### src/inc/iap_unlock_pkg.sv
/*
 Constants for the program-memory unlock and factory option decode block.
 Assumes an 8-bit special-function register port and a 16-bit processor write bus.
*/
package iap_unlock_pkg;
   // ==========================================================
   // Register map
   localparam logic [7:0]  UNLOCK_PATTERN_ADDR = 8'hfb;
   localparam logic [7:0]  OPTION_READ_ADDR    = 8'hfc;
   localparam logic [7:0]  STATUS_READ_ADDR    = 8'hfd;
   // ==========================================================
   // Unlock bytes
   localparam logic [7:0]  UNLOCK_FIRST        = 8'h46;
   localparam logic [7:0]  UNLOCK_SECOND       = 8'hb9;
   // ==========================================================
   // Programmable region
   localparam logic [15:0] PROG_REGION_LO      = 16'he000;
   localparam logic [15:0] PROG_REGION_HI      = 16'hffff;
   // ==========================================================
   // Option word fields
   localparam int          OPT_DIV_HI          = 6;
   localparam int          OPT_DIV_LO          = 5;
   localparam int          OPT_DUMP            = 4;
   localparam int          OPT_WDT             = 2;
   localparam int          OPT_SLOW_SRC        = 1;
   localparam int          OPT_RTC_DIS         = 0;
   localparam logic [1:0]  DIV_SEL_1           = 2'h0;
   localparam logic [1:0]  DIV_SEL_8           = 2'h1;
   localparam logic [1:0]  DIV_SEL_2           = 2'h2;
   localparam logic [1:0]  DIV_SEL_4           = 2'h3;
   localparam logic [3:0]  DIV_BY_1            = 4'h1;
   localparam logic [3:0]  DIV_BY_2            = 4'h2;
   localparam logic [3:0]  DIV_BY_4            = 4'h4;
   localparam logic [3:0]  DIV_BY_8            = 4'h8;
   localparam logic [7:0]  OPTION_USED_MASK    = 8'h77;
   // ==========================================================
   // Unlock sequence states
   typedef enum logic [2:0] {
      ST_LOCKED = 3'b001,
      ST_HALF   = 3'b010,
      ST_OPEN   = 3'b100
   } unlock_state_t;
endpackage : iap_unlock_pkg

### src/rtl/iap_unlock.sv
/*
 Program-memory write unlock and factory option word decode.
 Holds the two-byte unlock sequence, the registered program write strobe,
 the option word decode and a small register read port.
 Assumes the core presents one-cycle register strobes and a one-cycle memory
 write strobe with its address, all on this clock.
 Assumes the programming-voltage pin is asynchronous and idles high.
 Assumes the option word is static once the part is out of reset.
 A repeated first byte abandons the sequence; firmware starts again from 46h.
*/
// The implementer's own choice: strobed register access.
// How it works
// - Memory write allowed only after pattern register gets 46h then B9h.
// - Permission drops on next core write or falling programming-voltage edge.
// - Unlocked stores land only in E000h to FFFFh.
// - Option bits 6:5 pick divider: 00 /1, 01 /8, 10 /2, 11 /4.
// - Option bit 4 zero blocks code dump; one allows it.
// - Option bit 2 zero disables watchdog; one enables it.
// - Option bit 1 zero uses external crystal pins; one uses internal oscillator.
// - Option bit 0 zero enables RTC and keeps crystal running; one disables RTC.
module iap_unlock #(
   parameter int REG_AW = 8,
   parameter int REG_DW = 8,
   parameter int MEM_AW = 16
) (
   input  wire logic              CLOCK,
   input  wire logic              RESETN,
   input  wire logic [REG_AW-1:0] ADDR,
   input  wire logic [REG_DW-1:0] WDATA,
   input  wire logic              WR,
   input  wire logic              RD,
   output logic      [REG_DW-1:0] RDATA,
   input  wire logic              MEM_WR,
   input  wire logic [MEM_AW-1:0] MEM_ADDR,
   input  wire logic              VPP_PIN,
   input  wire logic [7:0]        OPTION_WORD,
   output logic                   PROG_WRITE,
   output logic      [3:0]        MAIN_CLOCK_DIV,
   output logic                   DUMP_ALLOW,
   output logic                   WDT_ENABLE,
   output logic                   SLOW_INTERNAL,
   output logic                   XTAL_PINS_EN,
   output logic                   RTC_ENABLE,
   output logic                   XTAL_ALWAYS_ON
);
   // ==========================================================
   // Pin synchroniser, three stages
   logic [2:0] vpp_sync_ff;
   logic       vpp_level_ff;
   logic       nxt_vpp_level;
   logic       vpp_fall;
   always_ff @(posedge CLOCK or negedge RESETN) begin
      if (!RESETN) begin
         vpp_sync_ff <= 3'h0;
      end else begin
         vpp_sync_ff <= {vpp_sync_ff[1:0], VPP_PIN};
      end
   end
   // Change counted only when stages two and three agree
   always_comb begin
      nxt_vpp_level = vpp_level_ff;
      if (vpp_sync_ff[1] == vpp_sync_ff[2]) begin
         nxt_vpp_level = vpp_sync_ff[2];
      end
   end
   // Starts low, so a release with the pin high gives a rise, never a false fall
   always_ff @(posedge CLOCK or negedge RESETN) begin
      if (!RESETN) begin
         vpp_level_ff <= 1'b0;
      end else begin
         vpp_level_ff <= nxt_vpp_level;
      end
   end
   // Look-ahead, so a store in the cycle of the fall is refused as well
   assign vpp_fall = vpp_level_ff && !nxt_vpp_level;
   // ==========================================================
   // Unlock sequence
   iap_unlock_pkg::unlock_state_t state_ff;
   iap_unlock_pkg::unlock_state_t nxt_state;
   logic                          pattern_wr;
   logic                          first_byte;
   logic                          second_byte;
   logic                          core_write;
   assign pattern_wr  = WR && (ADDR == REG_AW'(iap_unlock_pkg::UNLOCK_PATTERN_ADDR));
   assign first_byte  = pattern_wr && (WDATA == REG_DW'(iap_unlock_pkg::UNLOCK_FIRST));
   assign second_byte = pattern_wr && (WDATA == REG_DW'(iap_unlock_pkg::UNLOCK_SECOND));
   // Register and memory stores both count as a core write action
   assign core_write  = WR || MEM_WR;
   always_comb begin
      nxt_state = state_ff;
      case (state_ff)
         iap_unlock_pkg::ST_LOCKED: begin
            if (first_byte) begin
               nxt_state = iap_unlock_pkg::ST_HALF;
            end
         end
         iap_unlock_pkg::ST_HALF: begin
            if (second_byte) begin
               nxt_state = iap_unlock_pkg::ST_OPEN;
            end else if (core_write) begin
               // Any other write breaks the pair
               nxt_state = iap_unlock_pkg::ST_LOCKED;
            end
         end
         iap_unlock_pkg::ST_OPEN: begin
            // Next core write of any kind closes the window
            if (core_write) begin
               nxt_state = iap_unlock_pkg::ST_LOCKED;
            end
         end
         default: nxt_state = iap_unlock_pkg::ST_LOCKED;
      endcase
      if (vpp_fall) begin
         nxt_state = iap_unlock_pkg::ST_LOCKED;
      end
   end
   always_ff @(posedge CLOCK or negedge RESETN) begin
      if (!RESETN) begin
         state_ff <= iap_unlock_pkg::ST_LOCKED;
      end else begin
         state_ff <= nxt_state;
      end
   end
   // ==========================================================
   // Program write strobe, one cycle after the store it permits
   logic in_region;
   logic prog_ok;
   assign in_region = (MEM_ADDR >= MEM_AW'(iap_unlock_pkg::PROG_REGION_LO)) &&
                      (MEM_ADDR <= MEM_AW'(iap_unlock_pkg::PROG_REGION_HI));
   // A store outside the region gets no pulse but still relocks
   assign prog_ok = MEM_WR && in_region && !vpp_fall &&
                    (state_ff == iap_unlock_pkg::ST_OPEN);
   always_ff @(posedge CLOCK or negedge RESETN) begin
      if (!RESETN) begin
         PROG_WRITE <= 1'b0;
      end else begin
         PROG_WRITE <= prog_ok;
      end
   end
   // ==========================================================
   // Option decode; the word is static after power-up, so no synchroniser
   logic [1:0] div_sel;
   logic [3:0] nxt_div;
   assign div_sel = {OPTION_WORD[iap_unlock_pkg::OPT_DIV_HI],
                     OPTION_WORD[iap_unlock_pkg::OPT_DIV_LO]};
   always_comb begin
      case (div_sel)
         iap_unlock_pkg::DIV_SEL_1: nxt_div = iap_unlock_pkg::DIV_BY_1;
         iap_unlock_pkg::DIV_SEL_8: nxt_div = iap_unlock_pkg::DIV_BY_8;
         iap_unlock_pkg::DIV_SEL_2: nxt_div = iap_unlock_pkg::DIV_BY_2;
         iap_unlock_pkg::DIV_SEL_4: nxt_div = iap_unlock_pkg::DIV_BY_4;
         default:                   nxt_div = iap_unlock_pkg::DIV_BY_1;
      endcase
   end
   // Reset shows the safest settings: divide by one, dump locked, watchdog on
   always_ff @(posedge CLOCK or negedge RESETN) begin
      if (!RESETN) begin
         MAIN_CLOCK_DIV <= iap_unlock_pkg::DIV_BY_1;
      end else begin
         MAIN_CLOCK_DIV <= nxt_div;
      end
   end
   always_ff @(posedge CLOCK or negedge RESETN) begin
      if (!RESETN) begin
         DUMP_ALLOW <= 1'b0;
      end else begin
         DUMP_ALLOW <= OPTION_WORD[iap_unlock_pkg::OPT_DUMP];
      end
   end
   always_ff @(posedge CLOCK or negedge RESETN) begin
      if (!RESETN) begin
         WDT_ENABLE <= 1'b1;
      end else begin
         WDT_ENABLE <= OPTION_WORD[iap_unlock_pkg::OPT_WDT];
      end
   end
   // The pins go to the crystal only while the internal source is off
   always_ff @(posedge CLOCK or negedge RESETN) begin
      if (!RESETN) begin
         SLOW_INTERNAL <= 1'b1;
         XTAL_PINS_EN  <= 1'b0;
      end else begin
         SLOW_INTERNAL <= OPTION_WORD[iap_unlock_pkg::OPT_SLOW_SRC];
         XTAL_PINS_EN  <= !OPTION_WORD[iap_unlock_pkg::OPT_SLOW_SRC];
      end
   end
   // The crystal runs whenever the RTC is enabled
   always_ff @(posedge CLOCK or negedge RESETN) begin
      if (!RESETN) begin
         RTC_ENABLE     <= 1'b0;
         XTAL_ALWAYS_ON <= 1'b0;
      end else begin
         RTC_ENABLE     <= !OPTION_WORD[iap_unlock_pkg::OPT_RTC_DIS];
         XTAL_ALWAYS_ON <= !OPTION_WORD[iap_unlock_pkg::OPT_RTC_DIS];
      end
   end
   // ==========================================================
   // Read port; pattern register itself is write-only
   logic [REG_DW-1:0] nxt_rdata;
   always_comb begin
      nxt_rdata = '0;
      if (RD) begin
         case (ADDR)
            REG_AW'(iap_unlock_pkg::OPTION_READ_ADDR): begin
               nxt_rdata = REG_DW'(OPTION_WORD & iap_unlock_pkg::OPTION_USED_MASK);
            end
            // Status shows the one-hot state, so a half-done unlock is visible
            REG_AW'(iap_unlock_pkg::STATUS_READ_ADDR): begin
               nxt_rdata = REG_DW'(state_ff);
            end
            // Unmapped and write-only addresses read as zero
            default: nxt_rdata = '0;
         endcase
      end
   end
   always_ff @(posedge CLOCK or negedge RESETN) begin
      if (!RESETN) begin
         RDATA <= '0;
      end else begin
         RDATA <= nxt_rdata;
      end
   end
endmodule : iap_unlock

### config.mk
export PLATFORM = sky130hd
export DESIGN_NAME = iap_unlock
export DESIGN_NICKNAME = d
export VERILOG_FILES = /design/src/inc/iap_unlock_pkg.sv /design/src/rtl/iap_unlock.sv
export SDC_FILE = /design/constraint.sdc
export NUM_CORES = 1
export LEC_CHECK = 0
export ABC_CLOCK_PERIOD_IN_PS = 3200
export BUFFER_PORTS_ARGS = -buffer_cell sky130_fd_sc_hd__buf_2
export CAP_MARGIN = 30
export CORE_ASPECT_RATIO = 1.5
export CORE_MARGIN = 1.5
export CORE_UTILIZATION = 42
export DETAILED_ROUTE_END_ITERATION = 12
export PLACE_DENSITY = 0.82
export SETUP_SLACK_MARGIN = 0.4
export SKIP_LAST_GASP = 1
export SLEW_MARGIN = 10
export SYNTH_ARGS = -nofsm -noshare
export SYNTH_HDL_FRONTEND = slang
export SYNTH_SLANG_ARGS = --single-unit
### constraint.sdc
create_clock -name CLOCK -period 3.2 [get_ports CLOCK]
set_input_delay 0.32 -clock CLOCK [delete_from_list [all_inputs] [get_ports CLOCK]]
set_output_delay 0.32 -clock CLOCK [all_outputs]
set_load 0.02 [all_outputs]
Yosys cells after proc, flatten, opt, wreduce, memory -nomap -nowiden
Cells that the tools add are included.
{"block": "classes", "add_sub_neg": 0, "multipliers": 0, "div_mod_pow": 0, "order_cmp": 2, "eq_ne": 13, "shift": 0, "n_mux": 9, "bitwise": 0, "reduce_logical": 14}
{"cell": "8-bit == test (second input constant)", "n": 4}
{"cell": "16-bit >= comparator (second input constant)", "n": 1}
{"cell": "16-bit less-or-equal comparator (second input constant)", "n": 1}
{"cell": "4-bit one-hot mux with 4 select lines", "n": 1}
{"cell": "7-bit one-hot mux with 2 select lines", "n": 1}
{"cell": "3-bit two-way mux", "n": 4}
{"cell": "3-bit one-hot mux with 3 select lines", "n": 1}
{"cell": "8-bit by 7-bit == test with 1-bit output (second input constant)", "n": 1}
{"cell": "1-bit logical AND", "n": 8}
{"cell": "8-bit two-way mux", "n": 1}
{"cell": "2-bit == test (second input constant)", "n": 2}
{"cell": "1-bit zero test", "n": 4}
{"cell": "3-bit by 1-bit == test with 1-bit output (second input constant)", "n": 1}
{"cell": "3-bit by 2-bit == test with 1-bit output (second input constant)", "n": 1}
{"cell": "3-bit == test (second input constant)", "n": 1}
{"cell": "3-bit != test (second input constant)", "n": 1}
{"cell": "2-bit by 1-bit == test with 1-bit output (second input constant)", "n": 1}
{"cell": "2-bit zero test", "n": 1}
{"cell": "1-bit == test", "n": 1}
{"cell": "1-bit logical OR", "n": 1}
{"cell": "1-bit two-way mux", "n": 1}
{"block": "word_totals", "register_bits": 25, "latchBits": 0, "mem_bits_rw": 0, "romBits": 0, "in_bits": 46, "output_inout_bits": 19, "wordCells": 49, "mem_count": 0}

Longest topological paths before layout
{"block": "depth", "depth_word": 7, "depth_mapped": 5, "depth_no_buf": 4}

Worst setup path after synthesis
Ideal clock, no wire load.
{"block": "synth_timing", "path_type": "input to register", "from": "in ADDR[0]", "to": "reg state_ff[2]", "setup_ns": 0.080, "arrival_time_ns": 1.230, "required_ns": 3.120, "slack_ns": 1.889, "cell_stages": 5, "path_buffers": 1, "path_cell_list": "buf_6 -> nand4b_1 -> or3_4 -> o31a_1 -> nor3_2"}
{"block": "synth_between", "elab_chain_len": 6, "elab_cells_between_ends": 8, "classes_between": "eq/ne: 2; mux: 3; reduce/logical: 3"}
{"element": "from (decl)", "line": "iap_unlock.sv:28", "source": "input wire logic [REG_AW-1:0] ADDR,"}
{"element": "8-bit == test *", "line": "iap_unlock.sv:84", "source": "assign pattern_wr = WR && (ADDR == REG_AW'(iap_unlock_pkg::UNLOCK_PATTERN_ADDR));"}
{"element": "1-bit logical AND *", "line": "iap_unlock.sv:84"}
{"element": "1-bit logical AND", "line": "iap_unlock.sv:86", "source": "assign second_byte = pattern_wr && (WDATA == REG_DW'(iap_unlock_pkg::UNLOCK_SECOND));"}
{"element": "3-bit two-way mux", "line": "iap_unlock.sv:98", "source": "if (second_byte) begin"}
{"element": "3-bit one-hot mux with 3 select lines", "line": "iap_unlock.sv:91", "source": "case (state_ff)"}
{"element": "3-bit two-way mux", "line": "iap_unlock.sv:113", "source": "if (vpp_fall) begin"}
{"element": "to (signal assigned)", "line": "iap_unlock.sv:119", "source": "state_ff <= iap_unlock_pkg::ST_LOCKED;"}
{"element": "to (signal assigned)", "line": "iap_unlock.sv:121", "source": "state_ff <= nxt_state;"}
{"element": "to (decl)", "line": "iap_unlock.sv:78", "source": "iap_unlock_pkg::unlock_state_t state_ff;"}
Mark *: on every way between the ends. The rest lies on a longest branch, timed or not.
A chain may end at the register's enable or synchronous reset.

Worst setup path after layout
{"block": "layout_timing", "from": "reg vpp_sync_ff[1]", "to": "reg state_ff[1]"}
{"block": "layout_between", "elab_chain_len": 5, "elab_cells_between_ends": 6, "classes_between": "eq/ne: 2; mux: 2; reduce/logical: 2"}
{"element": "from (decl)", "line": "iap_unlock.sv:48", "source": "logic [2:0] vpp_sync_ff;"}
{"element": "from (signal assigned)", "line": "iap_unlock.sv:56", "source": "vpp_sync_ff <= {vpp_sync_ff[1:0], VPP_PIN};"}
{"element": "1-bit == test *", "line": "iap_unlock.sv:62", "source": "if (vpp_sync_ff[1] == vpp_sync_ff[2]) begin"}
{"element": "1-bit two-way mux *", "line": "iap_unlock.sv:62"}
{"element": "1-bit zero test *", "line": "iap_unlock.sv:75", "source": "assign vpp_fall = vpp_level_ff && !nxt_vpp_level;"}
{"element": "1-bit logical AND *", "line": "iap_unlock.sv:75"}
{"element": "3-bit != test (no source line) / 3-bit two-way mux (equally long branches)"}
Marked as above.

==> results.cfg <==
[synth]
yosysSeqAreaShare_pct = 62.9
yosysWarningCount = 0
yosys-top-cells-area = dfrtp_1, dfstp_2, nor3b_1
syn_avg_cell_area_um2 = 12.6
yosysTopAreaCellShare_pct = 51.5
synth_area_um2 = 923
synth_cells = 73
synth_top_cell_by_area = dfrtp_1
ys_types = 29
ys_seq_elements = 23

[layout]
final_cell_mix = buf_2, dfrtp_1, nor3b_1, nor2_1
areaGrowthSynthToFinish_pct = 28.7
diodes = 0
fin_util_pct = 57.9
fin_area_mm2 = 0.00119
seq_area_um2 = 581
final_common_cell = buf_2
nFillCells = 178
final_net_count = 168
multi_input_area_um2 = 302
layout-drive-gt1-share_pct = 46.3

[clocking]
cts_setup_buffers = 0
clock_latency_ns = 0.31
cts_max_path_buffers = 2
clk_pin_slew_worst_paths_ns = 0.12
cts_sinks = 23
clockRootBuffer = clkbuf_4
cts_tree = yes
cts_resized = 0
numCtsBuffers = 3
h-tree-depth = 1
holdBufCountCts = 1

[sta]
hold_viol_final = 0
skew_ns = 0.00425
fin_crit_ns = 1.49
setup_viol = 0
slew_viol_final = 0
tightest_slew_ns = 0.580
fmax_mhz = 672
setup-tns-final_ns = 0
period_share_pct = 46.5
rsz0062_at_grt = false
relSlewSlack_pct = 61.2
timing.hold.ws_ns = 0.106

[worst_setup_path]
critical_path_buf_inv_count = 0
crit_family = simple AND/OR/NAND/NOR gates
cp-startpoint = vpp_sync_ff[1]
start_kind = register
required_ns = 3.40
critical_path_arrival_ns = 1.69
path_cells = nor3b_1, nand3b_1, o22ai_1, nor3b_1
cpMaxStageDelayCell = nor3b_1
reg2reg_from = vpp_sync_ff[1]
worstPathMaxFanout = 4
endpoint_kind = register
cpMostUsedCell = nor3b_1
path_class = reg2reg
max_stage_delay_ns = 0.50

[routing]
drt-initial-drc-count = 5
wirelength_um = 1640
dr.pass1.iters = 4
wl_per_cell_um = 11.4
num_vias = 724
ant_nets = 0
drcViolationCount = 0
drt-vias-per-instance = 5.06

[die]
die_x_um = 41.3
fp.dieH_um = 60.4
dieArea_mm2 = 0.00249
start_util_pct = 45.0
core_area_mm2 = 0.00205
pin_count = 65
rows = 20

[job]
max-cap-violations = 0

[placed_design]
place_congestion = 0.760
dpl_cell_area_mm2 = 0.00115
dp_hpwl_um = 1340
io_buffers = 47

[global_routing]
grt_pass1_wl_um = 2650
grt_pass1_vias = 697
grt_usage_pct = 15.7
grt_start_max_net_pins = 24
grt.overflow.total = 0
antenna_found_initial = 0

[power_and_ir_drop]
switching_power_mw = 0.159
combPwrFrac_pct = 19.3
clkPwrFrac_pct = 22.2
seqPwrFrac_pct = 58.5
p_int_mw = 0.424
vdd.ir_drop.worst_mv = 0.256
power_density_mw_per_mm2 = 491
switching_share_pct = 27.3
leakage_nw = 0.593

[min_path]
worstHoldPathType = in2reg
worstHoldStart = VPP_PIN

[status]
status = finished clean
==> metrics by stage <==
stage	total power [mW]	setup WS (ns)	cells
3_3_place_gp	0.453	1.75	138
6_report	0.583	1.71	143
4_1_cts	0.587	1.73	143
2_1_floorplan	0.416	1.89	74
5_1_grt	0.617	1.63	143
3_5_place_dp	0.459	1.73	138
==> synthesized netlist by cell type <==
master / n
conb_1: 1
o22ai_1: 2
dfstp_2: 4
or3_4: 1
nand2_1: 2
nor4b_1: 2
nand4_1: 1
or4_1: 1
mux2i_1: 3
maj3_1: 1
nor4_1: 2
nor3_2: 1
or3_1: 2
clkbuf_1: 1
nor3b_1: 5
nor2b_1: 4
and2_1: 1
nand3_1: 1
nand2b_1: 1
nand3b_1: 1
o31a_1: 1
dfrtp_1: 19
buf_4: 3
buf_6: 1
nand4b_1: 3
o21ai_0: 1
nor4bb_1: 1
inv_1: 2
nor2_1: 5
==> power groups by stage <==
stage / clock network (mW) / registers [mW] / logic, mW
6_report: 0.130 / 0.342 / 0.112
5_1_grt: 0.141 / 0.346 / 0.129
4_1_cts: 0.132 / 0.342 / 0.113
3_5_place_dp: 0 / 0.347 / 0.112
3_3_place_gp: 0 / 0.346 / 0.107
2_1_floorplan: 0 / 0.349 / 0.0668
==> cell families (layout without fill, tap and decap cells) <==
| group | Yosys count | count (layout) | share of synthesized area, % |
|---|---|---|---|
| AOI/OAI and AO/OA | 4 | 4 | 2.84 |
| adders and majority gates | 1 | 1 | 1.08 |
| buffers and inverters | 7 | 54 | 4.88 |
| DFF | 23 | 23 | 62.9 |
| muxes | 3 | 3 | 3.25 |
| other | 1 | 2 | 0.406 |
| and+or+nand+nor | 34 | 34 | 24.7 |
==> sequential cells by signal, indices dropped and copies added (netlist names) <==
register,flops
vpp_level_ff,1
XTAL_PINS_EN,1
vpp_sync_ff,3
DUMP_ALLOW,1
WDT_ENABLE,1
RDATA,6
PROG_WRITE,1
XTAL_ALWAYS_ON,1
SLOW_INTERNAL,1
state_ff,3
MAIN_CLOCK_DIV,4
==> routing by layer <==
layer	GRT usage, %	routed length (µm)	vias to the layer above	share of wire [%]
li1	-	-	352	-
met1	16.5	624	322	38
met2	27.0	814	46	50
met3	2.93	160	4	9.8
met4	9.68	36	0	2.2
met5	0	0	-	0
==> path summary, 6_finish.rpt <==
| kind | depth (start not counted) | slack (ns) | to |
|---|---|---|---|
| setup / recovery | 4 | 1.71 | state_ff[1] |
| min in group asynchronous | 2 | 0.48 | XTAL_ALWAYS_ON |
| hold / removal | 1 | 0.11 | vpp_sync_ff[0] |
| hold reg to reg | 0 | 0.36 | vpp_sync_ff[1] |
| max in group asynchronous | 2 | 2.36 | state_ff[0] |
| setup reg to reg | 4 | 1.71 | state_ff[1] |
==> layout make-up <==
class / instances / share of cell area, %
multi-input combinational: 44 / 25.4
inverter: 2 / 0.632
timing repair buffer: 48 / 20.6
clock buffer: 4 / 2.21
sequential: 23 / 48.8
tap: 22 / 2.32
Power figures use the tool's default switching activity.
